===== config.mk =====
export PLATFORM = sky130hd
export DESIGN_NAME = sync_serial_port_core
export DESIGN_NICKNAME = d
export VERILOG_FILES = /design/src/verilog/ssp_pkg.sv /design/src/verilog/ssp_fifo.sv /design/src/verilog/sync_serial_port_core.sv
export SDC_FILE = /design/constraint.sdc
export NUM_CORES = 1
export LEC_CHECK = 0
export BUFFER_PORTS_ARGS = -buffer_cell sky130_fd_sc_hd__buf_4
export CAP_MARGIN = 20
export CORE_ASPECT_RATIO = 0.9
export CORE_MARGIN = 2
export CORE_UTILIZATION = 55
export CTS_CLUSTER_SIZE = 8
export DETAILED_ROUTE_END_ITERATION = 8
export PLACE_DENSITY = 0.73
export SLEW_MARGIN = 20
export SYNTH_ARGS = -nofsm -noshare
export SYNTH_HDL_FRONTEND = slang
export SYNTH_SLANG_ARGS = --single-unit

===== constraint.sdc =====
create_clock -name clock_i -period 5.3 [get_ports clock_i]
set_input_delay 0 -clock clock_i [delete_from_list [all_inputs] [get_ports clock_i]]
set_output_delay 0 -clock clock_i [all_outputs]
set_load 0.05 [all_outputs]

===== src/verilog/ssp_pkg.sv =====
`default_nettype none
package ssp_pkg;

	localparam int DATA_W           = 16;
	localparam int FIFO_DEPTH       = 8;
	localparam int SERVICE_LEVEL    = 4;
	localparam int TIMEOUT_CYCLES   = 512;
	localparam int CTRL_WORD_BITS   = 8;
	localparam int CTRL_WAIT_BITS   = 1;
	localparam int MIN_FRAME_BITS   = 4;
	localparam int MAX_FRAME_BITS   = 16;
	localparam int MIN_PRESCALE     = 2;
	localparam int MAX_PRESCALE     = 254;
	localparam int SPH1_TAIL_HALVES = 2;
	localparam int SPH0_TAIL_HALVES = 1;

	typedef enum logic [1:0] {
		FMT_SPI       = 2'b00,
		FMT_PULSED    = 2'b01,
		FMT_CTRL_WORD = 2'b10
	} format_t;

	typedef enum logic [1:0] {
		ST_IDLE  = 2'b00,
		ST_SETUP = 2'b01,
		ST_XFER  = 2'b10,
		ST_TAIL  = 2'b11
	} state_t;

	// frame_size_m1 holds frame length minus one (3..15)
	typedef struct packed {
		logic       enable;
		logic       master;
		format_t    format;
		logic       clock_polarity_bit;
		logic       clock_phase_bit;
		logic [3:0] frame_size_m1;
		logic [7:0] prescale_divisor;
		logic [7:0] serial_clock_rate_field;
		logic [3:0] interrupt_mask;
	} config_t;

	typedef struct packed {
		logic overrun;
		logic timeout;
		logic rx_service;
		logic tx_service;
	} int_vec_t;

	localparam int_vec_t INT_RESET = 4'h0;

endpackage
`default_nettype wire


===== src/verilog/ssp_fifo.sv =====
`timescale 1ns/100ps
`default_nettype none
module ssp_fifo #(
	parameter int WIDTH = 16,
	parameter int DEPTH = 8
) (
	// clock and reset
	input  wire logic               clock_i,
	input  wire logic               rst_b_i,
	// fill side
	input  wire logic               push_i,
	input  wire logic [WIDTH-1:0]   push_data_i,
	// drain side
	input  wire logic               pop_i,
	output logic      [WIDTH-1:0]   head_o,
	// status
	output logic                    full_o,
	output logic                    empty_o,
	output logic [$clog2(DEPTH):0]  count_o
);
	localparam int AW = $clog2(DEPTH);

	if (DEPTH < 2 || (1 << AW) != DEPTH) begin : g_bad_depth
		$error("fifo depth must be a power of two of at least two");
	end

	logic [WIDTH-1:0] mem_q [DEPTH];
	logic [AW-1:0]    wr_ptr_q;
	logic [AW-1:0]    rd_ptr_q;
	logic [AW-1:0]    rd_ptr_d;
	logic [AW:0]      count_d;
	logic             push_ok;
	logic             pop_ok;

	assign push_ok  = push_i && !full_o;
	assign pop_ok   = pop_i && !empty_o;
	assign rd_ptr_d = rd_ptr_q + AW'(pop_ok);
	assign count_d  = count_o + (AW+1)'(push_ok) - (AW+1)'(pop_ok);

	always_ff @(posedge clock_i) begin
		if (push_ok)
			mem_q[wr_ptr_q] <= push_data_i;
	end

	always_ff @(posedge clock_i or negedge rst_b_i) begin
		if (!rst_b_i) begin
			wr_ptr_q <= '0;
			rd_ptr_q <= '0;
			count_o  <= '0;
			full_o   <= 1'b0;
			empty_o  <= 1'b1;
			head_o   <= '0;
		end else begin
			wr_ptr_q <= wr_ptr_q + AW'(push_ok);
			rd_ptr_q <= rd_ptr_d;
			count_o  <= count_d;
			full_o   <= count_d == (AW+1)'(DEPTH);
			empty_o  <= count_d == '0;
			// show-ahead head register, bypassing a write into the next head slot
			head_o   <= (push_ok && wr_ptr_q == rd_ptr_d) ? push_data_i : mem_q[rd_ptr_d];
		end
	end

endmodule // ssp_fifo
`default_nettype wire


===== src/verilog/sync_serial_port_core.sv =====
// Function
// - first divider stage divides system clock by even prescale 2..254.
// - second stage divides by one plus rate field, 1..256.
// - data written goes into 16-bit, 8-entry transmit fifo until shifted.
// - received words enter 16-bit, 8-entry receive fifo; reads pop oldest.
// - four interrupt sources are ORed into one request line.
// - a source reaches the request only when its mask bit is one.
// - raw and masked state of every source are readable.
// - frames are 4..16 bits, shifted most significant bit first.
// - serial clock idles inactive, toggles only during transfers.
// - timeout raised when clock idles while receive fifo holds data.
// - spi and control-word frame select is active low for whole frame.
// - pulsed format idles low, tx tristated; select pulses high one period.
// - pulsed format drives on rising, samples on falling, msb first.
// - pulsed format stores received word at the falling edge that samples lsb.
// - control-word: 8-bit message out, one clock wait, 4..16 bits back.
// - spi polarity bit picks steady low or high idle clock.
// - spi phase bit picks capture on first or second transition.
// - spi 0/0 idle: clock low, select high, data low; pad by role.
// - select low, data half period later, clock rises half period after.
// - spi 0/0 samples on rising edges, changes data on falling edges.
// - select returns high one period after last bit sampled.
// - phase 0 back-to-back pulses select high; slave frozen while selected.
`timescale 1ns/100ps
`default_nettype none
module sync_serial_port_core #(
	parameter int FIFO_DEPTH     = ssp_pkg::FIFO_DEPTH,
	parameter int TIMEOUT_CYCLES = ssp_pkg::TIMEOUT_CYCLES
) (
	// clock and reset
	input  wire logic                      clock_i,
	input  wire logic                      rst_b_i,
	// configuration and interrupt control
	input  wire ssp_pkg::config_t          cfg_i,
	input  wire logic                      overrun_clear_i,
	// data register, write side
	input  wire logic                      tx_write_i,
	input  wire logic [ssp_pkg::DATA_W-1:0] tx_data_i,
	output logic                           tx_ready_o,
	// data register, read side
	input  wire logic                      rx_read_i,
	output logic [ssp_pkg::DATA_W-1:0]     rx_data_o,
	output logic                           rx_valid_o,
	// status
	output ssp_pkg::int_vec_t              raw_int_o,
	output ssp_pkg::int_vec_t              masked_int_o,
	output logic                           irq_o,
	output logic                           busy_o,
	// serial pins
	input  wire logic                      serial_clock_pin_i,
	output logic                           serial_clock_pin_o,
	output logic                           serial_clock_oe_o,
	input  wire logic                      frame_select_pin_i,
	output logic                           frame_select_pin_o,
	output logic                           frame_select_oe_o,
	output logic                           serial_out_pin_o,
	output logic                           serial_out_oe_o,
	input  wire logic                      serial_in_pin_i
);
	localparam int DW  = ssp_pkg::DATA_W;
	localparam int CW  = $clog2(FIFO_DEPTH) + 1;
	localparam int TOW = $clog2(TIMEOUT_CYCLES + 1);

	if (FIFO_DEPTH < ssp_pkg::SERVICE_LEVEL || TIMEOUT_CYCLES < 1) begin : g_bad_param
		$error("fifo depth below service level or zero timeout");
	end

	// input synchronisers: bit 0 clock, bit 1 frame select, bit 2 data in
	logic [2:0] meta_q;
	logic [2:0] sync_q;
	logic [2:0] pins_in;
	assign pins_in = {serial_in_pin_i, frame_select_pin_i, serial_clock_pin_i};
	for (genvar i = 0; i < 3; i++) begin : g_sync
		always_ff @(posedge clock_i or negedge rst_b_i) begin
			if (!rst_b_i) begin
				meta_q[i] <= i == 1;
				sync_q[i] <= i == 1;
			end else begin
				meta_q[i] <= pins_in[i];
				sync_q[i] <= meta_q[i];
			end
		end
	end

	// fifos
	logic [DW-1:0] tx_head;
	logic          tx_empty;
	logic          tx_full;
	logic [CW-1:0] tx_count;
	logic          rx_full;
	logic          rx_empty;
	logic [CW-1:0] rx_count;
	logic          do_load;
	logic          do_push;
	logic [DW-1:0] rx_sr_q;
	logic [DW-1:0] rx_word;

	ssp_fifo #(.WIDTH(DW), .DEPTH(FIFO_DEPTH)) u_tx_fifo (
		.clock_i     (clock_i),
		.rst_b_i     (rst_b_i),
		.push_i      (tx_write_i),
		.push_data_i (tx_data_i),
		.pop_i       (do_load),
		.head_o      (tx_head),
		.full_o      (tx_full),
		.empty_o     (tx_empty),
		.count_o     (tx_count)
	);

	ssp_fifo #(.WIDTH(DW), .DEPTH(FIFO_DEPTH)) u_rx_fifo (
		.clock_i     (clock_i),
		.rst_b_i     (rst_b_i),
		.push_i      (do_push),
		.push_data_i (rx_word),
		.pop_i       (rx_read_i),
		.head_o      (rx_data_o),
		.full_o      (rx_full),
		.empty_o     (rx_empty),
		.count_o     (rx_count)
	);

	// format decode
	logic       is_ti;
	logic       is_mw;
	logic       late;
	logic       cpol;
	logic [4:0] frame_n;
	logic [4:0] bits_total;
	assign is_ti      = cfg_i.format == ssp_pkg::FMT_PULSED;
	assign is_mw      = cfg_i.format == ssp_pkg::FMT_CTRL_WORD;
	assign late       = is_ti || (!is_mw && cfg_i.clock_phase_bit);
	assign cpol       = !is_ti && !is_mw && cfg_i.clock_polarity_bit;
	assign frame_n    = 5'(cfg_i.frame_size_m1) + 5'h01;
	assign bits_total = is_ti ? frame_n + 5'h01 :
		is_mw ? frame_n + 5'(ssp_pkg::CTRL_WORD_BITS + ssp_pkg::CTRL_WAIT_BITS) : frame_n;

	// bit-rate divider, runs only while the master is framing
	ssp_pkg::state_t state_q;
	ssp_pkg::state_t state_d;
	logic [6:0] pre_cnt_q;
	logic [7:0] rate_cnt_q;
	logic [6:0] pre_lim;
	logic       pre_wrap;
	logic       tick;
	assign pre_lim  = (cfg_i.prescale_divisor[7:1] == 7'h00) ? 7'h00 : cfg_i.prescale_divisor[7:1] - 7'h01;
	assign pre_wrap = pre_cnt_q == pre_lim;
	assign tick     = pre_wrap && rate_cnt_q == cfg_i.serial_clock_rate_field;

	always_ff @(posedge clock_i or negedge rst_b_i) begin
		if (!rst_b_i) begin
			pre_cnt_q  <= 7'h00;
			rate_cnt_q <= 8'h00;
		end else if (state_q == ssp_pkg::ST_IDLE) begin
			pre_cnt_q  <= 7'h00;
			rate_cnt_q <= 8'h00;
		end else begin
			pre_cnt_q  <= pre_wrap ? 7'h00 : pre_cnt_q + 7'h01;
			if (pre_wrap)
				rate_cnt_q <= tick ? 8'h00 : rate_cnt_q + 8'h01;
		end
	end

	// master sequencing
	logic [5:0] edge_q;
	logic [5:0] edge_d;
	logic [1:0] tail_q;
	logic [1:0] tail_d;
	logic [4:0] bit_idx;
	logic       leading;
	logic       edge_now;
	logic       last_edge;
	logic       tx_ok;
	logic       tx_next_ok;
	logic       rx_ok;
	logic       more;
	logic       m_shift;
	logic       m_sample;
	logic       m_load;
	logic       m_push;
	logic       fss_q;
	logic       fss_d;
	logic       master_run;
	assign master_run = cfg_i.enable && cfg_i.master;
	assign bit_idx    = edge_q[5:1];
	assign leading    = !edge_q[0];
	assign last_edge  = edge_q == {bits_total, 1'b0} - 6'h01;
	assign tx_ok      = is_mw ? bit_idx < 5'(ssp_pkg::CTRL_WORD_BITS) : !(is_ti && bit_idx == 5'h00);
	assign tx_next_ok = is_mw ? bit_idx < 5'(ssp_pkg::CTRL_WORD_BITS - 1) : bit_idx < bits_total - 5'h01;
	assign rx_ok      = is_mw ? bit_idx >= 5'(ssp_pkg::CTRL_WORD_BITS + ssp_pkg::CTRL_WAIT_BITS) : tx_ok;
	assign more       = master_run && !tx_empty;
	assign edge_now   = tick && (state_q == ssp_pkg::ST_XFER || (state_q == ssp_pkg::ST_SETUP && late));

	always_comb begin
		state_d  = state_q;
		edge_d   = edge_q;
		tail_d   = tail_q;
		fss_d    = fss_q;
		m_shift  = 1'b0;
		m_sample = 1'b0;
		m_load   = 1'b0;
		m_push   = 1'b0;
		case (state_q)
			ssp_pkg::ST_IDLE: begin
				fss_d  = !is_ti;
				edge_d = 6'h00;
				if (more) begin
					m_load  = 1'b1;
					state_d = is_ti ? ssp_pkg::ST_XFER : ssp_pkg::ST_SETUP;
					fss_d   = 1'b0;
				end
			end
			ssp_pkg::ST_SETUP: begin
				if (tick && !late) begin
					m_shift = 1'b1;
					state_d = ssp_pkg::ST_XFER;
				end
			end
			ssp_pkg::ST_XFER, ssp_pkg::ST_TAIL: begin
				if (state_q == ssp_pkg::ST_TAIL && tick) begin
					if (tail_q == 2'h1) begin
						state_d = ssp_pkg::ST_IDLE;
						fss_d   = !is_ti;
					end
					tail_d = tail_q - 2'h1;
				end
			end
			default: state_d = ssp_pkg::ST_IDLE;
		endcase
		if (edge_now) begin
			state_d = ssp_pkg::ST_XFER;
			edge_d  = edge_q + 6'h01;
			if (is_ti)
				fss_d = edge_q < 6'h02;
			if (late) begin
				m_shift  = leading && tx_ok;
				m_sample = !leading && rx_ok;
			end else begin
				m_sample = leading && rx_ok;
				m_shift  = !leading && tx_next_ok;
			end
			if (last_edge) begin
				m_push = 1'b1;
				edge_d = 6'h00;
				if (late && more) begin
					m_load = 1'b1;
				end else if (is_ti) begin
					state_d = ssp_pkg::ST_IDLE;
				end else begin
					state_d = ssp_pkg::ST_TAIL;
					tail_d  = late ? 2'(ssp_pkg::SPH1_TAIL_HALVES) : 2'(ssp_pkg::SPH0_TAIL_HALVES);
				end
			end
		end
		if (!master_run && state_q != ssp_pkg::ST_IDLE && state_q != ssp_pkg::ST_TAIL && !cfg_i.master)
			state_d = ssp_pkg::ST_IDLE;
	end

	// slave edge detection on the synchronised pins
	logic       sclk_prev_q;
	logic       fss_prev_q;
	logic       rise;
	logic       fall;
	logic       s_lead;
	logic       s_trail;
	logic       armed_q;
	logic [4:0] s_cnt_q;
	logic       s_run;
	logic       s_shift;
	logic       s_sample;
	logic       s_load;
	logic       s_push;
	assign s_run   = cfg_i.enable && !cfg_i.master && !is_mw;
	assign rise    = sync_q[0] && !sclk_prev_q;
	assign fall    = !sync_q[0] && sclk_prev_q;
	assign s_lead  = cpol ? fall : rise;
	assign s_trail = cpol ? rise : fall;

	always_comb begin
		s_shift  = 1'b0;
		s_sample = 1'b0;
		s_load   = 1'b0;
		s_push   = 1'b0;
		if (s_run && armed_q) begin
			if (late) begin
				s_load   = s_lead && s_cnt_q == 5'h00;
				s_shift  = s_lead;
				s_sample = s_trail;
			end else begin
				s_sample = s_lead;
				s_shift  = s_trail && s_cnt_q != frame_n;
			end
			s_push = s_sample && s_cnt_q == frame_n - 5'h01;
		end
		// phase 0 slave loads only on select falling; frozen while selected
		if (s_run && !is_ti && !late && !sync_q[1] && fss_prev_q) begin
			s_load  = 1'b1;
			s_shift = 1'b1;
		end
	end

	always_ff @(posedge clock_i or negedge rst_b_i) begin
		if (!rst_b_i) begin
			sclk_prev_q <= 1'b0;
			fss_prev_q  <= 1'b1;
			armed_q     <= 1'b0;
			s_cnt_q     <= 5'h00;
		end else begin
			sclk_prev_q <= sync_q[0];
			fss_prev_q  <= sync_q[1];
			if (!s_run) begin
				armed_q <= 1'b0;
				s_cnt_q <= 5'h00;
			end else if (is_ti) begin
				if (fall && sync_q[1]) begin
					armed_q <= 1'b1;
					s_cnt_q <= 5'h00;
				end else if (s_push) begin
					armed_q <= 1'b0;
				end else if (s_sample) begin
					s_cnt_q <= s_cnt_q + 5'h01;
				end
			end else begin
				armed_q <= !sync_q[1];
				if (sync_q[1] || s_push)
					s_cnt_q <= 5'h00;
				else if (s_sample)
					s_cnt_q <= s_cnt_q + 5'h01;
			end
		end
	end

	// shared shift path
	logic          do_shift;
	logic          do_sample;
	logic [DW-1:0] tx_sr_q;
	logic [DW-1:0] load_word;
	logic [1:0]    m_sample_q;
	logic [2:0]    m_push_q;
	logic          s_push_q;
	assign do_load   = (m_load || s_load) && !tx_empty;
	assign do_shift  = m_shift || s_shift;
	// master capture waits out the input synchroniser; push follows the last capture
	assign do_sample = m_sample_q[1] || s_sample;
	assign do_push   = m_push_q[2] || s_push_q;
	assign rx_word   = rx_sr_q & ({DW{1'b1}} >> (5'h10 - frame_n));
	assign load_word = is_mw ? {tx_head[7:0], 8'h00} : tx_head << (5'h10 - frame_n);

	always_ff @(posedge clock_i or negedge rst_b_i) begin
		if (!rst_b_i) begin
			tx_sr_q          <= '0;
			rx_sr_q          <= '0;
			serial_out_pin_o <= 1'b0;
			m_sample_q       <= 2'h0;
			m_push_q         <= 3'h0;
			s_push_q         <= 1'b0;
		end else begin
			m_sample_q       <= {m_sample_q[0], m_sample};
			m_push_q         <= {m_push_q[1:0], m_push};
			s_push_q         <= s_push;
			if (m_load || s_load)
				tx_sr_q <= do_load ? load_word : '0;
			else if (do_shift)
				tx_sr_q <= {tx_sr_q[DW-2:0], 1'b0};
			if (do_shift)
				serial_out_pin_o <= (m_load || s_load) ? load_word[DW-1] : tx_sr_q[DW-1];
			else if (state_q == ssp_pkg::ST_IDLE && !armed_q)
				serial_out_pin_o <= 1'b0;
			if (do_sample)
				rx_sr_q <= {rx_sr_q[DW-2:0], sync_q[2]};
			else if (s_load)
				rx_sr_q <= '0;
		end
	end

	// master pin drive
	always_ff @(posedge clock_i or negedge rst_b_i) begin
		if (!rst_b_i) begin
			state_q            <= ssp_pkg::ST_IDLE;
			edge_q             <= 6'h00;
			tail_q             <= 2'h0;
			fss_q              <= 1'b1;
			serial_clock_pin_o <= 1'b0;
		end else begin
			state_q <= state_d;
			edge_q  <= edge_d;
			tail_q  <= tail_d;
			fss_q   <= fss_d;
			if (edge_now)
				serial_clock_pin_o <= !serial_clock_pin_o;
			else if (state_q == ssp_pkg::ST_IDLE || state_q == ssp_pkg::ST_TAIL)
				serial_clock_pin_o <= cpol;
		end
	end
	assign frame_select_pin_o = fss_q;

	always_ff @(posedge clock_i or negedge rst_b_i) begin
		if (!rst_b_i) begin
			serial_clock_oe_o <= 1'b0;
			frame_select_oe_o <= 1'b0;
			serial_out_oe_o   <= 1'b0;
			busy_o            <= 1'b0;
		end else begin
			serial_clock_oe_o <= cfg_i.master;
			frame_select_oe_o <= cfg_i.master;
			serial_out_oe_o   <= cfg_i.master ? !(is_ti && state_d == ssp_pkg::ST_IDLE) : armed_q;
			busy_o            <= state_d != ssp_pkg::ST_IDLE || armed_q;
		end
	end

	// receive timeout and interrupt status
	logic [TOW-1:0]    to_cnt_q;
	logic              overrun_q;
	ssp_pkg::int_vec_t raw;
	always_ff @(posedge clock_i or negedge rst_b_i) begin
		if (!rst_b_i) begin
			to_cnt_q  <= '0;
			overrun_q <= 1'b0;
		end else begin
			if (rx_empty || rx_read_i || do_sample || do_shift || state_q != ssp_pkg::ST_IDLE)
				to_cnt_q <= '0;
			else if (to_cnt_q != TOW'(TIMEOUT_CYCLES))
				to_cnt_q <= to_cnt_q + TOW'(1);
			if (do_push && rx_full)
				overrun_q <= 1'b1;
			else if (overrun_clear_i)
				overrun_q <= 1'b0;
		end
	end

	assign raw.tx_service = tx_count <= CW'(ssp_pkg::SERVICE_LEVEL);
	assign raw.rx_service = rx_count >= CW'(ssp_pkg::SERVICE_LEVEL);
	assign raw.timeout    = to_cnt_q == TOW'(TIMEOUT_CYCLES);
	assign raw.overrun    = overrun_q;

	always_ff @(posedge clock_i or negedge rst_b_i) begin
		if (!rst_b_i) begin
			raw_int_o    <= ssp_pkg::INT_RESET;
			masked_int_o <= ssp_pkg::INT_RESET;
			irq_o        <= 1'b0;
			tx_ready_o   <= 1'b0;
			rx_valid_o   <= 1'b0;
		end else begin
			raw_int_o    <= raw;
			masked_int_o <= raw & cfg_i.interrupt_mask;
			irq_o        <= |(raw & cfg_i.interrupt_mask);
			tx_ready_o   <= !tx_full;
			rx_valid_o   <= !rx_empty;
		end
	end

endmodule // sync_serial_port_core
`default_nettype wire


==> results.ini <==
[sta]
finalCritPeriodShare_pct=91.2
fin_ws_ps=467
final_max_slew_viol_count=0
finalHoldViolations=0
fin_skew_ps=33.3
worstMarginPinSlew_ps=1080
relSlewSlack_pct=27.9
rsz0062_at_grt=false
min_period_ps=4830
final-setup-viol-count=0
hold_slack_ps=35.9
fmax_mhz=207
tns_ps=0

[global_routing]
grt_use_total_pct=22.4
grt_overflow=0
grt_max_degree=68
grt_pass1_wl_um=62800
grt_antenna_before_repair=0
grt_pass1_vias=11553

[floorplan]
io_pins=88
start_util_pct=55.7
dieWidth_um=199
die_area_sq_um=35900
core_area_sq_um=34000
die_h_um=180
std_cell_rows=64

[synthesis]
synth-xor-area-share_pct=3.01
synthAdderAreaFrac_pct=3.57
synthCells=1336
synth_edf_count=256
yosys.cell_count.top_type=edfxtp_1
synth_commonest_cells=edfxtp_1, dfrtp_1, nor2_1
syn-cell-area_sq_um=18900
synth_top_area_cell=edfxtp_1
yosys-top-cells-area=edfxtp_1, dfrtp_1, mux4_2
synth_top_family_by_area=multiplexers
syn_avg_cell_area_sq_um=14.2
ys.warnings.count=0
async_flop_share_pct=38.6
syn_nets=1442
synth_compound_area_share_pct=6.45
synth-main-ff-cell=edfxtp_1
yosys.area_share.simple_pct=9.33
yosysTopAreaCellShare_pct=40.6
synth_mux_area_share_pct=13.1
synth-seq-area-share_pct=62.0
synth.distinct_cells=77
yosys_register_bits=417

[pwr]
vdd_drop_max_uv=341
p_seq_share_pct=37.9
p_switching_mw=3.45
p_int_mw=7.51
power.share.switching_pct=31.5
clkPwrFrac_pct=31.0
combPwrFrac_pct=31.1
power.leakage_nw=8.47
power_density_nw_per_um2=493

[final_layout]
syn2layout_area_growth_pct=17.7
drive_gt1_share_pct=20.3
num_antenna_cells=0
postLayoutCoreUtil_pct=65.5
finalNonFillerCells=1992
final_nets=1590

[setup_path]
worstPathArrival_ps=5330
timing.critical_path.mode_cell=ha_1
crit_path_end_kind=flop
critPathKind=in -> reg
cp-start-kind=input port
required_ps=5800
cpMaxStageDelayCell=dlygate4sd3_1
cpPeakStageDelay_ps=560
crit_path_max_fanout=7

[route]
first_iter_violations=807
met2_length_um=19100
drtAntennaViolNets=0
dr_wl_met3_um=2010
routed.top_layer=met4
routed_wl_um=38900
drc=0
dr.pass1.iters=8
wl_per_cell_um=19.5
vias=11285
wl_met1_um=17200
vias_per_cell=5.67

[clock_tree]
cts_buffers=58
path_clk_slew_ps=50
cts_tree=yes
clockRootBuffer=clkbuf_16
cts_buffer_depth=3
clock_sinks=417
clkLatencyLatePin_ps=610
h-tree-depth=2

[placed_design]
io_buffers=86
place_ws_ps=314
dp_hpwl_um=24000
placed_cells=1851
gp_congestion=0.858

[status]
outcome=finished clean

[job]
max-cap-violations=0

[worst_hold_path]
hp-class=in -> reg

-- layout make-up --
cell class | instances | area, sq um
Clock buffer | 102 | 1620
Clock inverter | 4 | 88.8
Fill cell | 2451 | 11700
Inverter | 48 | 180
Multi-Input combinational cell | 807 | 6810
Sequential cell | 417 | 11700
Tap cell | 462 | 578
Timing Repair Buffer | 152 | 1260
-- final timing paths --
path                       slack [ps]                   start                         endpoint  cells past startpoint
max in group asynchronous        3920                 rst_b_i    u_tx_fifo.head_o[3]$_DFF_PN0_                      4
hold / removal                     40              tx_write_i  u_tx_fifo.wr_ptr_q[0]$_DFF_PN0_                      3
setup / recovery                  470               cfg_i[21]       u_tx_fifo.full_o$_DFF_PN0_                     25
hold reg to reg                   350   m_push_q[1]$_DFF_PN0_            m_push_q[2]$_DFF_PN0_                      0
setup reg to reg                 1550  pre_cnt_q[5]$_DFF_PN0_    u_tx_fifo.head_o[2]$_DFF_PN0_                     12
min in group asynchronous         500                 rst_b_i              sync_q[1]$_DFF_PN1_                      3
-- cell usage in the layout (no fill, tap or decap), drive strengths merged, types with 50 or more instances in the layout --
cell type	instances
dfrtp	155
clkbuf	102
nor2	101
o21ai	68
ha	50
nand2	89
edfxtp	256
buf	118
a21oi	52
mux4	79
mux2i	61
-- power by group through the flow --
stage               Combinational, mW  Clock [mW]  Sequential (mW)
floorplan                        2.30           0             4.41
global placement                 3.31           0             4.19
detailed placement               3.39           0             4.21
CTS                              3.44        3.47             4.16
global route                     3.73        3.63             4.20
finish                           3.41        3.40             4.16
-- routing by layer --
metal / GRT usage, % / vias to the layer above
li1: - / 5284
met1: 31.8 / 5636
met2: 36.2 / 311
met3: 3.96 / 54
met4: 5.75 / 0
met5: 0 / -
-- worst max-delay path, delay by kind of cell --
| family | cells | cell delay [ps] |
|---|---|---|
| xor gates and xnor gates | 3 | 500 |
| adders and majority gates | 5 | 1410 |
| buffers and inverters | 4 | 850 |
| and+or+nand+nor | 10 | 2050 |
| AOI/OAI and AO/OA | 3 | 520 |
-- sequential cells by signal (all words and copies together) (netlist names), 5 cells and up --
| register | count |
|---|---|
| u_rx_fifo.mem_q | 128 |
| u_tx_fifo.mem_q | 128 |
| rx_sr_q | 16 |
| tx_sr_q | 16 |
| u_rx_fifo.head_o | 16 |
| u_tx_fifo.head_o | 16 |
| to_cnt_q | 10 |
| rate_cnt_q | 8 |
| pre_cnt_q | 7 |
| edge_q | 6 |
| s_cnt_q | 5 |
-- kinds of logic (layout without fill, tap and decap cells) --
logic type,count (synthesis),count (layout)
DFF,417,417
and+or+nand+nor,357,357
AOI/OAI and AO/OA,185,185
muxes,147,147
buffers and inverters,112,306
xor gates and xnor gates,65,65
adders and majority gates,53,53
-- what timing repair did --
item	in CTS	in global routing
endpoints found under the setup margin	0	18
setup buffers	0	0
hold endpoints to repair	279	0
hold buffers	35	0
gates resized for setup	0	4
-- through the flow --
step                instance area (sq um)  power (mW)
floorplan                           18900        6.71
global placement                    20200        7.51
detailed placement                  20200        7.60
CTS                                 22200        11.1
global route                        22300        11.6
finish                              22300        11.0
(Power assumes the default switching activity.)
